## config.mk

```make
export PLATFORM = sky130hd
export DESIGN_NAME = drp_regs
export DESIGN_NICKNAME = d
export VERILOG_FILES = /design/src/hdl/drp_pkg.sv /design/src/hdl/drp_wr_if.sv /design/src/hdl/drp_base_fld.sv /design/src/hdl/drp_regs.sv
export SDC_FILE = /design/constraint.sdc
export NUM_CORES = 1
export LEC_CHECK = 0
export BUFFER_PORTS_ARGS = -buffer_cell sky130_fd_sc_hd__buf_4
export CAP_MARGIN = 25
export CORE_MARGIN = 8
export CORE_UTILIZATION = 35
export CTS_CLUSTER_SIZE = 25
export DETAILED_ROUTE_END_ITERATION = 6
export HOLD_SLACK_MARGIN = 0.06
export PLACE_DENSITY = 0.81
export SLEW_MARGIN = 20
export SYNTH_ARGS = -nofsm -noshare
export SYNTH_HDL_FRONTEND = slang
export SYNTH_HIERARCHICAL = 1
export SYNTH_SLANG_ARGS = --single-unit
export TNS_END_PERCENT = 10
```

## constraint.sdc

```tcl
create_clock -name pclk -period 0.9 [get_ports pclk]
set_input_delay 0.045 -clock pclk [delete_from_list [all_inputs] [get_ports pclk]]
set_output_delay 0.045 -clock pclk [all_outputs]
set_load 0.03 [all_outputs]
```

## src/hdl/drp_pkg.sv

```systemverilog
// package with register map, field layout and size codes for the data ram partition block
//==============================================================
// Contract
// - bits 31 to 16 of each base register read zero.
// - kernel program base holds writable six-bit field in bits 15 to 10.
// - bits 9 to 0 of base registers read zero; 1 KB steps.
// - reset clears every base register to zero.
// - user data base holds writable field in bits 15 to 10.
// - user program base holds writable field in bits 15 to 10.
// - ram size reads fixed byte count 4, 8, 16 or 32 KB.
// - ram size is read-only; writes have no effect.
package drp_pkg;
    //==============================================================
    // register byte offsets
    localparam logic [7:0] DRP_KPB_OFS = 8'h00;
    localparam logic [7:0] DRP_UDB_OFS = 8'h04;
    localparam logic [7:0] DRP_UPB_OFS = 8'h08;
    localparam logic [7:0] DRP_RSZ_OFS = 8'h0C;
    //==============================================================
    // base field layout
    localparam int DRP_FLD_LSB = 10;
    localparam int DRP_FLD_MSB = 15;
    localparam int DRP_FLD_W = 6;
    localparam logic [5:0] DRP_FLD_RST = 6'h00;
    //==============================================================
    // size codes in bytes
    localparam logic [31:0] DRP_SZ_4K = 32'h0000_1000;
    localparam logic [31:0] DRP_SZ_8K = 32'h0000_2000;
    localparam logic [31:0] DRP_SZ_16K = 32'h0000_4000;
    localparam logic [31:0] DRP_SZ_32K = 32'h0000_8000;
    localparam logic [31:0] DRP_ZERO = 32'h0000_0000;
    typedef enum logic [1:0] {DRP_RAM_4K, DRP_RAM_8K, DRP_RAM_16K, DRP_RAM_32K} drp_ram_t;
endpackage

```

## src/hdl/drp_wr_if.sv

```systemverilog
// interface carrying a decoded register write to a base field
interface drp_wr_if;
    logic we;
    logic [5:0] wdata;
    logic [5:0] value;
    modport ctl (output we, output wdata, input value);
    modport fld (input we, input wdata, output value);
endinterface

```

## src/hdl/drp_base_fld.sv

```systemverilog
// one six-bit base-address field register
module drp_base_fld (
    // clock and reset
    input wire logic pclk,
    input wire logic presetn,
    // write port
    drp_wr_if.fld wr
);
    logic [5:0] fld_r;
    // only the field bits are held; everything else is dropped at decode
    always_ff @(posedge pclk or negedge presetn) begin
        if (!presetn) begin
            fld_r <= drp_pkg::DRP_FLD_RST;
        end else if (wr.we) begin
            fld_r <= wr.wdata;
        end
    end
    assign wr.value = fld_r;
endmodule

```

## src/hdl/drp_regs.sv

```systemverilog
// apb register block for data ram partition boundaries and ram size
module drp_regs #(
    parameter drp_pkg::drp_ram_t RAM_SIZE = drp_pkg::DRP_RAM_32K
) (
    // clock and reset
    input wire logic pclk,
    input wire logic presetn,
    // apb slave
    input wire logic psel,
    input wire logic penable,
    input wire logic pwrite,
    input wire logic [31:0] paddr,
    input wire logic [31:0] pwdata,
    output logic [31:0] prdata,
    output logic pready,
    output logic pslverr,
    // partition boundaries in 1 KB units, ram size in bytes
    output logic [5:0] kernel_program_base,
    output logic [5:0] user_data_base,
    output logic [5:0] user_program_base,
    output logic [31:0] ram_size
);
    //==============================================================
    // decode
    drp_wr_if kpb_if ();
    drp_wr_if udb_if ();
    drp_wr_if upb_if ();
    logic [31:0] size_w;
    logic wr_acc;
    logic rd_acc;
    logic sel_kpb;
    logic sel_udb;
    logic sel_upb;
    logic sel_rsz;
    logic mapped;
    logic [5:0] wfld;
    logic [31:0] rd_nxt;
    logic [31:0] prdata_r;
    logic pslverr_r;
    logic pslverr_nxt;
    // zero wait states: every access completes in its first access cycle
    assign pready = 1'b1;
    assign wr_acc = psel & penable & pwrite;
    assign rd_acc = psel & penable & ~pwrite;
    // only the word address matters; low two bits ignored
    assign sel_kpb = paddr[7:2] == drp_pkg::DRP_KPB_OFS[7:2];
    assign sel_udb = paddr[7:2] == drp_pkg::DRP_UDB_OFS[7:2];
    assign sel_upb = paddr[7:2] == drp_pkg::DRP_UPB_OFS[7:2];
    assign sel_rsz = paddr[7:2] == drp_pkg::DRP_RSZ_OFS[7:2];
    assign mapped = (paddr[31:8] == 24'h00_0000) & (sel_kpb | sel_udb | sel_upb | sel_rsz);
    assign wfld = pwdata[drp_pkg::DRP_FLD_MSB:drp_pkg::DRP_FLD_LSB];
    assign kpb_if.we = wr_acc & mapped & sel_kpb;
    assign udb_if.we = wr_acc & mapped & sel_udb;
    assign upb_if.we = wr_acc & mapped & sel_upb;
    assign kpb_if.wdata = wfld;
    assign udb_if.wdata = wfld;
    assign upb_if.wdata = wfld;
    //==============================================================
    // field storage
    drp_base_fld u_kpb (.pclk(pclk), .presetn(presetn), .wr(kpb_if.fld));
    drp_base_fld u_udb (.pclk(pclk), .presetn(presetn), .wr(udb_if.fld));
    drp_base_fld u_upb (.pclk(pclk), .presetn(presetn), .wr(upb_if.fld));
    assign kernel_program_base = kpb_if.value;
    assign user_data_base = udb_if.value;
    assign user_program_base = upb_if.value;
    //==============================================================
    // static ram size; no write path exists at all
    assign size_w = (RAM_SIZE == drp_pkg::DRP_RAM_4K) ? drp_pkg::DRP_SZ_4K :
                    (RAM_SIZE == drp_pkg::DRP_RAM_8K) ? drp_pkg::DRP_SZ_8K :
                    (RAM_SIZE == drp_pkg::DRP_RAM_16K) ? drp_pkg::DRP_SZ_16K :
                    drp_pkg::DRP_SZ_32K;
    assign ram_size = size_w;
    //==============================================================
    // read mux; base fields land at bits 15:10, rest zero
    assign rd_nxt = !mapped ? drp_pkg::DRP_ZERO :
        sel_kpb ? {16'h0000, kpb_if.value, 10'h000} :
        sel_udb ? {16'h0000, udb_if.value, 10'h000} :
        sel_upb ? {16'h0000, upb_if.value, 10'h000} :
        size_w;
    assign pslverr_nxt = psel & ~penable & ~mapped;
    // data registered in the setup cycle so prdata comes from a flop in access
    always_ff @(posedge pclk or negedge presetn) begin
        if (!presetn) begin
            prdata_r <= drp_pkg::DRP_ZERO;
            pslverr_r <= 1'b0;
        end else begin
            prdata_r <= (psel & ~penable & ~pwrite) ? rd_nxt : prdata_r;
            pslverr_r <= pslverr_nxt | (pslverr_r & psel & ~penable);
        end
    end
    assign prdata = rd_acc ? prdata_r : drp_pkg::DRP_ZERO;
    assign pslverr = psel & penable & pslverr_r;
    //==============================================================
    // checks
    base_rst_a: assert property (@(posedge pclk) $rose(presetn) |->
        kernel_program_base == 6'h00 && user_data_base == 6'h00 && user_program_base == 6'h00)
        else $error("base not zero after reset");
    kpb_write_a: assert property (@(posedge pclk) disable iff (!presetn)
        kpb_if.we |=> kernel_program_base == $past(pwdata[15:10]))
        else $error("kernel program base not stored");
    udb_write_a: assert property (@(posedge pclk) disable iff (!presetn)
        udb_if.we |=> user_data_base == $past(pwdata[15:10]))
        else $error("user data base not stored");
    upb_write_a: assert property (@(posedge pclk) disable iff (!presetn)
        upb_if.we |=> user_program_base == $past(pwdata[15:10]))
        else $error("user program base not stored");
    rd_high_zero_a: assert property (@(posedge pclk) disable iff (!presetn)
        rd_acc && !sel_rsz |-> prdata[31:16] == 16'h0000)
        else $error("upper base bits not zero");
    rd_low_zero_a: assert property (@(posedge pclk) disable iff (!presetn)
        rd_acc && !sel_rsz |-> prdata[9:0] == 10'h000)
        else $error("low base bits not zero");
    size_fixed_a: assert property (@(posedge pclk) disable iff (!presetn)
        rd_acc && mapped && sel_rsz |-> prdata == size_w && $stable(ram_size))
        else $error("ram size read wrong");
    hold_base_a: assert property (@(posedge pclk) disable iff (!presetn)
        !kpb_if.we |=> $stable(kernel_program_base))
        else $error("kernel base changed without write");
endmodule

```

==> summary.md, run 1 <==
| Metric | Value |
|---|---|
| Status | finished, violations left |
| Failing checks | negative setup slack |
| Worst slack, placed | -1100 ps |
| Peak Freq | roughly 630 MHz |
| Antenna violations before repair | 0 |
| Placed inst area | 2290 sq um |
| ANT cells | 0 |
| Vias in the first global route | 1,548 |
| RR Endpoint | prdata_r[13] |
| Commonest non-fill, non-tap cell in the layout | conb_1 |
| Crit path DAT | 1730 ps |
| Peak VDD IR | 684 uV |
| Root Buffer Master | clkbuf_8 |
| Top-area cell type share of the netlist area | 0.356 |
| Crit path max fanout | 6 |
| Req. time, crit path | between 1000 and 1500 ps |
| R2R depth | 3 |
| Maxcap violations | 0 |
| Post-synth ARST share | 1.00 |
| Seq cells post-synth | 25 |
| Filler Cell Count | 409 |
| Global-route wire length before repair | 7.49 mm |
| Worst hold path type | in2async |
| Area Overhead vs Synth | 48.5% |
| Nets | 332 |
| PortBufs | 65 |
| DPL Wire Length | 4.02 mm |
| Drt wl/cell | 14.7 microns |
| H-tree levels | 1 |
| Slew Viols, Final | 0 |
| Top cell type by total area after synthesis | dfrtp_1 |
| Die area | 7550 sq um |
| Vias after detailed routing | between 1,000 and 1,500 |
| Synthesized area per cell | 10.3 sq um |
| Syn Inst Count | between 150 and 200 |
| CORE AREA | between 4000 and 5000 sq um |
| Worst skew pair latency | 260 ps |
| CTS Buf Count | 3 |
| Tot Pwr | 2.42 mW |
| Seq/Total Area, Yosys | 0.356 |
| Pwr per Cell Area | 925 nW/um^2 |
| Finished Cell Area | 2610 sq um |
| Prevailing post-synth register cell | dfrtp_1 |
| Leak | approximately 1.3 nW |
| CTS tree | built |
| Via/cell ratio | 4.03 |
| # DRC | 0 |
| Largest net degree at the start of global routing | 26 |
| Clock Tree Buf Depth | 2 |
| Row cnt | 25 |
| WS Path Type | in2reg |
| Clock Skews | 4.55 ps |
| Final setup fails | 45 |
| Synth top area cells | dfrtp_1 (36%), buf_4 (25%), mux2_4 (15%) |
| RePlAce Congestion | 0.813 |
| Setup crit start kind | input pin |
| First-pass detailed-route iteration total | 4 |
| Layout cell share with drive strength beyond 1 | 0.500 |
| Fin util | 0.546 |
| Die Wd | roughly 87 microns |
| Crit path time final | between 1500 and 2000 ps |
| Total gr overflow | 0 |
| EDFF count, synth | 0 |
| CTS Sinks | 25 |
| RR Startpoint | u_kpb/wr.value[3] |
| Initial DRC count | 46 |
| Reg clk slew, reported paths | approximately 90 ps |
| Crit path capture | u_kpb/wr.value[3] |
| RSZ-0062 raised after global routing | true |
| Wirelength, routed | 4.83 mm |
| Setup Buffers After CTS | 0 |
| Final period util | 1.76 |
| Final Hold Fails | 0 |
| Chip height | 86.9 microns |
| GRT Total Usage | 0.123 |
| Highest-count cells in the layout ignoring fill and taps | conb_1 (59), buf_4 (49), buf_6 (40), dfrtp_1 (25), mux2_4 (18) |
| R2R setup slack | -120 ps |
| DRT antenna net count | 0 |
| CP Capture Type | register |
| Worst Slack Setup Final | -681 ps |
| Ys Warns | 6 |
| Initial core utilization | 0.367 |
| Synthesized area | 1760 sq um |
| Distinct cells, synth | 26 |
| Ports | 153 |
| Critical Path Start | paddr[7] |
[power by group]
group | switching [mW] | leakage (nW) | internal [mW]
Sequential | 0.00123 | 0.348 | 1.12
Clock | 0.333 | 0.0217 | 0.312
Combinational | 0.461 | 0.962 | 0.184
Total | 0.795 | 1.33 | 1.62
[kinds of logic (layout without fill, tap and decap cells)]
logic type	after synthesis	after routing	share of synthesized area
AO/OA/AOI/OAI	13	13	0.0498
buffers and inverters	67	102	0.286
flip-flops	25	25	0.356
multiplexers	23	23	0.183
other	2	59	0.00427
AND/OR/NAND/NOR	40	40	0.121
[synth_stat cells, types with 3 or more instances]
library cell and number:
mux2_4 18, nand2_1 9, buf_6 4, mux2i_1 4, nor2_1 6, dfrtp_1 25, clkbuf_1 3, and2_1 6
o31ai_1 6, nor4_1 8, a21oi_1 4, buf_4 59
[layout make-up]
cell class	count	area, sq um	area share
multi-input combinational	135	941	0.360
timing repair buffer	97	908	0.348
sequential	25	626	0.240
tap	67	83.8	0.0321
clock buffer	3	41.3	0.0158
clock inverter	1	7.51	0.00287
inverter	1	3.75	0.00144
[metal layers]
metal	track usage	routed length, microns
met1	0.124	1740
met2	0.235	2550
met3	0.0434	487
met4	0.0266	49
met5	0	0
[how the worst min path moves through the flow]
stage               startpoint                 to  slack (ps)  cells after the start
finish                 presetn  u_kpb/wr.value[4]         220                      2
global route           presetn  u_kpb/wr.value[2]         250                      2
CTS                    presetn  u_udb/wr.value[4]         210                      2
detailed placement     presetn  u_udb/wr.value[4]         -40                      1
global placement       presetn  u_udb/wr.value[4]         -50                      1
floorplan              presetn       prdata_r[10]        -250                      0
[flip-flops by register name, summed over array words and instances (netlist names)]
name,flops
prdata_r,6
u_udb/wr.value,6
u_kpb/wr.value,6
u_upb/wr.value,6
pslverr_r,1
[metrics by stage]
stage / std cells / hold WS (ps) / setup TNS (ps)
6_report: 329 / 223 / -15590
5_1_grt: 329 / 248 / -16900
4_1_cts: 329 / 215 / -15630
3_5_place_dp: 318 / -40.7 / -24640
3_3_place_gp: 318 / -45.8 / -23660
2_1_floorplan: 227 / -251 / -18020
[worst max-delay path: stages]
cell and delay [ps]:
buf_6 90, or4_4 530, or3_4 400, nor4_4 200
buf_12 170, mux2_4 290
[timing repair]
item,4_1_cts,5_1_grt
setup endpoints to repair,50,50
hold buffers,7,0
gates cloned,0,0
pin swaps,1,0
resized for setup,48,6
endpoints found under the hold margin,43,0
Power figures use the tool's default switching activity.
==> run 2: changes to the inputs <==
--- a/config.mk
+++ b/config.mk
@@ -7,7 +7,6 @@
 export LEC_CHECK = 0
 export BUFFER_PORTS_ARGS = -buffer_cell sky130_fd_sc_hd__buf_4
 export CAP_MARGIN = 25
-export CORE_MARGIN = 8
 export CORE_UTILIZATION = 35
 export CTS_CLUSTER_SIZE = 25
 export DETAILED_ROUTE_END_ITERATION = 6
==> run 2 against run 1 <==
Against the previous run:
- the flow still finishes with violations (negative setup slack)
- power rose by 0.65%
- global-route usage is 3.1 points higher
- clock skew about the same
- sequential cell count stayed put
- register-to-register slack worse by 20 ps
- highest routed layer unchanged
==> summary.md, run 2 (synthesized netlist as in run 1, its figures left out) <==
| Metric | Value |
|---|---|
| CTS Sinks | 25 (unchanged) |
| Global-route wire length before repair | 6.36 mm (was 7.49 mm) |
| Failing checks | negative setup slack (unchanged) |
| Worst Slack Setup Final | -688 ps (was -681 ps) |
| DPL Wire Length | 3.06 mm (was 4.02 mm) |
| Worst hold path type | in2async (unchanged) |
| R2R depth | 3 (unchanged) |
| Tot Pwr | 2.43 mW (was 2.42 mW) |
| RePlAce Congestion | 0.832 (was 0.813) |
| Clock Tree Buf Depth | 2 (unchanged) |
| Leak | 1.35 nW (was 1.33 nW) |
| Area Overhead vs Synth | 49.5% (was 48.5%) |
| Setup Buffers After CTS | 0 (unchanged) |
| Layout cell share with drive strength beyond 1 | 0.491 (was 0.500) |
| PortBufs | 65 (unchanged) |
| Instance count on the critical path | 6 (unchanged) |
| Crit path max fanout | 6 (unchanged) |
| Via/cell ratio | 3.98 (was 4.03) |
| Row cnt | 25 (unchanged) |
| Vias after detailed routing | 1,320 (was 1,325) |
| Total gr overflow | 0 (unchanged) |
| Crit path largest cell delay | 530 ps (about the same) |
| Drt wl/cell | 11.5 microns (was 14.7 microns) |
| GRT Total Usage | 0.154 (was 0.123) |
| Peak Freq | 630 MHz (was 632 MHz) |
| Die Wd | 72.9 microns (was 86.9 microns) |
| Initial DRC count | 23 (was 46) |
| CTS Buf Count | 3 (unchanged) |
| Setup crit start kind | input pin (unchanged) |
| Clock Skews | 4.51 ps (was 4.55 ps) |
| CTS tree | built (unchanged) |
| CP Capture Type | register (unchanged) |
| Hold Slack | 200 ps (was 223 ps) |
| RSZ-0062 raised after global routing | true (unchanged) |
| Crit path DAT | 1740 ps (was 1730 ps) |
| Ports | 153 (unchanged) |
| # DRC | 0 (unchanged) |
| H-tree levels | 1 (unchanged) |
| Wirelength, routed | 3.82 mm (was 4.83 mm) |
| Critical-path cell list | buf_6 > or4_4 > or3_4 > nor4_4 > buf_12 > mux2_4 (unchanged) |
| Vias in the first global route | 1,343 (was 1,548) |
| Nets | 335 (was 332) |
| Initial core utilization | 0.367 (unchanged) |
| Chip height | 72.9 microns (was 86.9 microns) |
| Commonest non-fill, non-tap cell in the layout | conb_1 (unchanged) |
| Peak VDD IR | 637 uV (was 684 uV) |
| Slew Viols, Final | 0 (unchanged) |
| Worst skew pair latency | 270 ps (was 260 ps) |
| CORE AREA | 4790 sq um (unchanged) |
| Antenna violations before repair | 0 (unchanged) |
| Pwr per Cell Area | 925 nW/um^2 (about the same) |
| Highest-count cells in the layout ignoring fill and taps | conb_1 (59), buf_4 (50), buf_6 (41), dfrtp_1 (25), mux2_4 (18) (was conb_1 (59), buf_4 (49), buf_6 (40), dfrtp_1 (25), mux2_4 (18)) |
| Root Buffer Master | clkbuf_8 (unchanged) |
| Largest net degree at the start of global routing | 26 (unchanged) |
| Maxcap violations | 0 (unchanged) |
| Final Hold Fails | 0 (unchanged) |
| Status | finished, violations left (unchanged) |
| Reg clk slew, reported paths | 90 ps (about the same) |
| WP buf/inv | 2 (unchanged) |
| Req. time, crit path | 1050 ps (about the same) |
| Die area | 5310 sq um (was 7550 sq um) |
| Final setup fails | 44 (was 45) |
| DRT antenna net count | 0 (unchanged) |
| ANT cells | 0 (unchanged) |
| Final period util | 1.76 (about the same) |
| Crit path time final | 1590 ps (was 1580 ps) |
| Cell family with most CP delay | simple AND/OR/NAND/NOR gates (unchanged) |
| Critical path's slowest cell | or4_4 (unchanged) |
| First-pass detailed-route iteration total | 4 (unchanged) |
| WS Path Type | in2reg (unchanged) |
## run 2: timing repair
item	4_1_cts	5_1_grt
setup endpoints to repair	50	50
resized for setup	48	4
pin swaps	1	0
hold buffers	7	0
hold endpoints to repair	43	0
## run 2: path summary, 6_finish.rpt
path / from / to / slack, ps
hold reg to reg: prdata_r[14] / prdata_r[14] / 490
setup reg to reg: u_upb/wr.value[5] / prdata_r[15] / -140
max in group asynchronous: presetn / u_upb/wr.value[1] / 460
hold / removal: presetn / u_upb/wr.value[5] / 200
setup / recovery: paddr[7] / u_kpb/wr.value[1] / -690
min in group pclk: paddr[2] / prdata_r[15] / 210
## run 2: final cells by class
class / count / area [sq um]
Timing Repair Buffer: 100 / 947
Sequential cell: 25 / 626
Inverter: 1 / 3.75
Clock buffer: 4 / 45.0
Multi-Input combinational cell: 135 / 923
Tap cell: 67 / 83.8
Fill cell: 445 / 2160
## run 2: power breakdown
group | switching [mW] | internal (mW)
Combinational | 0.448 | 0.190
Clock | 0.351 | 0.317
Sequential | 0.00121 | 1.12
Total | 0.800 | 1.63
## run 2: through the flow
step	cells	setup TNS, ps	cell area, sq um	util	setup slack (ps)
after floorplan	227	-18020	2010	-	-845
after global placement	321	-23920	2320	0.485	-1040
after detailed placement	321	-24590	2320	0.485	-1080
after CTS	332	-15590	2610	0.545	-671
after global routing	332	-17420	2630	0.549	-714
final	332	-15760	2630	0.549	-688
## run 2: per-layer routing
layer / GRT usage / up-vias / wire length (microns)
li1: - / 646 / -
met1: 0.197 / 611 / 1630
met2: 0.270 / 59 / 1970
met3: 0.0276 / 4 / 181
met4: 0.0370 / 0 / 38
met5: 0 / - / 0
==> run 3: changes to the inputs <==
--- a/config.mk
+++ b/config.mk
@@ -5,13 +5,14 @@
 export SDC_FILE = /design/constraint.sdc
 export NUM_CORES = 1
 export LEC_CHECK = 0
+export ABC_AREA = 1
 export BUFFER_PORTS_ARGS = -buffer_cell sky130_fd_sc_hd__buf_4
 export CAP_MARGIN = 25
 export CORE_UTILIZATION = 35
 export CTS_CLUSTER_SIZE = 25
 export DETAILED_ROUTE_END_ITERATION = 6
 export HOLD_SLACK_MARGIN = 0.06
-export PLACE_DENSITY = 0.81
+export PLACE_DENSITY = 0.79
 export SLEW_MARGIN = 20
 export SYNTH_ARGS = -nofsm -noshare
 export SYNTH_HDL_FRONTEND = slang
==> run 3 against run 2 <==
Against the previous run:
- die area grew 5.7%
- the flow still finishes with violations (negative setup slack)
- utilization shrank 0.35 points
- synthesized area grew 5.8%
- clock power grew 4.0%
- largest power group unchanged
- sequential cell count is the same
- worst hold slack lost 4.0 ps
==> summary.md, run 3 <==
| Metric | Value |
|---|---|
| Maxcap violations | 0 (unchanged) |
| Total gr overflow | 0 (unchanged) |
| Seq/Total Area, Yosys | 0.336 (was 0.356) |
| Synthesized area per cell | 7.30 sq um (was 10.3 sq um) |
| Seq cells post-synth | 25 (unchanged) |
| EDFF count, synth | 0 (unchanged) |
| Worst hold path type | in2async (unchanged) |
| Worst slack, placed | -360 ps (was -1080 ps) |
| Nets | 423 (was 335) |
| Slew Viols, Final | 0 (unchanged) |
| Clock Skews | 5.11 ps (was 4.51 ps) |
| RePlAce Congestion | 0.878 (was 0.832) |
| Global-route wire length before repair | 7.45 mm (was 6.36 mm) |
| Mux share of post-synthesis cell area | 0 (was 0.183) |
| Post-synthesis compound-gate area fraction | 0.00269 (was 0.0498) |
| H-tree levels | 1 (unchanged) |
| Worst Slack Setup Final | -86.9 ps (was -688 ps) |
| RR Startpoint | u_upb/wr.value[5] (unchanged) |
| Vias in the first global route | 1,686 (was 1,343) |
| First-pass detailed-route iteration total | 4 (unchanged) |
| RSZ-0062 raised after global routing | true (unchanged) |
| Initial core utilization | 0.364 (was 0.367) |
| CTS tree | built (unchanged) |
| Commonest non-fill, non-tap cell in the layout | nand2_1 (was conb_1) |
| Largest net degree at the start of global routing | 26 (unchanged) |
| Pwr per Cell Area | 912 nW/um^2 (was 925 nW/um^2) |
| Final Hold Fails | 0 (unchanged) |
| WS Path Type | reg2out (was in2reg) |
| Layout cell share with drive strength beyond 1 | 0.391 (was 0.491) |
| Synth top cells by count | nand2_1 (78), buf_4 (59), dfrtp_1 (25) (was buf_4 (59), dfrtp_1 (25), mux2_4 (18)) |
| Top cell type by total area after synthesis | dfrtp_1 (unchanged) |
| Ports | 153 (unchanged) |
| Peak VDD IR | 613 uV (was 637 uV) |
| Top-area cell type share of the netlist area | 0.336 (was 0.356) |
| Wirelength, routed | 4.68 mm (was 3.82 mm) |
| Fin util | 0.546 (was 0.549) |
| Placed Cells | 405 (was 321) |
| Initial DRC count | 55 (was 23) |
| Via/cell ratio | 4.29 (was 3.98) |
| Adder-Cell Fraction of Synth Area | 0 (unchanged) |
| Reg clk slew, reported paths | 90 ps (about the same) |
| Failing checks | negative setup slack (unchanged) |
| ANT cells | 0 (unchanged) |
| Drt wl/cell | 11.1 microns (was 11.5 microns) |
| Prevailing post-synth register cell | dfrtp_1 (unchanged) |
| CTS Buf Count | 3 (unchanged) |
| # DRC | 0 (unchanged) |
| Post-Layout Cell Count | 423 (was 332) |
| GRT Total Usage | 0.172 (was 0.154) |
| Synth Area in XOR/XNOR | 0 (unchanged) |
| Highest-count cells in the layout ignoring fill and taps | nand2_1 (67), conb_1 (59), buf_4 (55), buf_6 (36), dfrtp_1 (24) (was conb_1 (59), buf_4 (50), buf_6 (41), dfrtp_1 (25), mux2_4 (18)) |
| Most frequent cell after synthesis | nand2_1 (was buf_4) |
| Synth top area cells | dfrtp_1 (34%), buf_4 (24%), nand2_1 (16%) (was dfrtp_1 (36%), buf_4 (25%), mux2_4 (15%)) |
| Chip height | 74.9 microns (was 72.9 microns) |
| Final setup fails | 40 (was 44) |
| Distinct cells, synth | 19 (was 26) |
| Ys Warns | 6 (unchanged) |
| Status | finished, violations left (unchanged) |
| Die Wd | 74.9 microns (was 72.9 microns) |
| Antenna violations before repair | 0 (unchanged) |
| Largest family of logic cells by synthesized area | simple AND/OR/NAND/NOR gates (was buffers and inverters) |
| Row cnt | 26 (was 25) |
| Synthesized area | 1860 sq um (was 1760 sq um) |
| Setup TNS Final | -1650 ps (was -15,760 ps) |
| Clock Tree Buf Depth | 2 (unchanged) |
| Req. time, crit path | 850 ps (was 1050 ps) |
| CP Capture Type | primary output (was register) |
| CTS Sinks | 25 (unchanged) |
| Crit path max fanout | 2 (was 6) |
| DPL Wire Length | 3.48 mm (was 3.06 mm) |
| Post-synth ARST share | 1.00 (unchanged) |
| PortBufs | 65 (unchanged) |
| Final period util | 1.10 (was 1.76) |
| Area Overhead vs Synth | 49.8% (was 49.5%) |
| CORE AREA | 5110 sq um (was 4790 sq um) |
| Critical Path Start | prdata_r[14] (was paddr[7]) |
| Crit path time final | 987 ps (was 1590 ps) |
| Vias after detailed routing | 1,813 (was 1,320) |
| Syn Inst Count | 255 (was 170) |
| Finished Cell Area | 2790 sq um (was 2630 sq um) |
| Simple-gate area share of the yosys netlist | 0.372 (was 0.121) |
| DRT antenna net count | 0 (unchanged) |
| Die area | 5610 sq um (was 5310 sq um) |
| Leak | 1.50 nW (was 1.35 nW) |
| Peak Freq | 1010 MHz (was 630 MHz) |
| Root Buffer Master | clkbuf_8 (unchanged) |
| Placed inst area | 2380 sq um (was 2320 sq um) |
| Crit path DAT | 940 ps (was 1740 ps) |
| Setup crit start kind | register (was input pin) |
| Worst skew pair latency | 280 ps (was 270 ps) |
-- run 3: cell count changes after synthesis, sizes merged, moves of 6 or more --
cell	before	now
nand3	2	15
nor2	6	31
nor4	8	0
mux2	19	0
nand2	9	80
nand4	1	18
o31ai	6	0
inv	1	18
-- run 3: final cells by class --
| cell class | instances | area, sq um |
|---|---|---|
| Clock buffer | 3 | 41.3 |
| Clock inverter | 1 | 7.51 |
| Fill cell | 482 | 2320 |
| Inverter | 18 | 70.1 |
| Multi-Input combinational cell | 206 | 1050 |
| Sequential cell | 25 | 627 |
| Tap cell | 70 | 87.6 |
| Timing Repair Buffer | 100 | 908 |
-- run 3: report_power, final --
| group | switching (mW) | total, mW | internal (mW) |
|---|---|---|---|
| clock | 0.380 | 0.695 | 0.315 |
| sequential | 0.000459 | 1.12 | 1.12 |
| combinational | 0.508 | 0.721 | 0.213 |
| total | 0.889 | 2.54 | 1.65 |
-- run 3: repair_timing --
action,CTS,global route
buffers inserted,4,2
hold endpoints to repair,44,0
pin swaps,9,32
setup endpoints to repair,44,48
hold buffers,9,0
gates resized for setup,22,43
-- run 3: metrics by stage --
| stage | power [mW] | hold WS, ps |
|---|---|---|
| floorplan | 1.76 | -251 |
| global placement | 1.76 | -40.3 |
| detailed placement | 1.77 | -35.8 |
| CTS | 2.49 | 196 |
| global route | 2.67 | 226 |
| finish | 2.54 | 196 |
-- run 3: metal layers --
layer | track usage | part of all wire
met5 | 0 | 0
met4 | 0.0545 | 0.024
met3 | 0.0375 | 0.069
met2 | 0.317 | 0.52
met1 | 0.196 | 0.38
-- run 3: worst paths after layout --
kind	to	slack (ps)	depth (start not counted)
max	prdata[14]	-90	3
min	u_kpb/wr.value[0]	200	2
max reg2reg	prdata_r[15]	10	6
min reg2reg	prdata_r[10]	490	2
max in group asynchronous	u_upb/wr.value[2]	440	2
min in group pclk	prdata_r[13]	220	4
-- run 3: cells by family (layout without fill, tap and decap cells) --
kind of cell | Yosys count | after routing
compound gates | 1 | 1
simple gates | 146 | 146
other cells | 2 | 59
flops | 25 | 25
buf+inv | 81 | 122
-- run 3: critical path, stage by stage, from the launching register on --
cell and delay, ps:
dfrtp_1 360, inv_1 40, nor2_1 100, buf_4 170
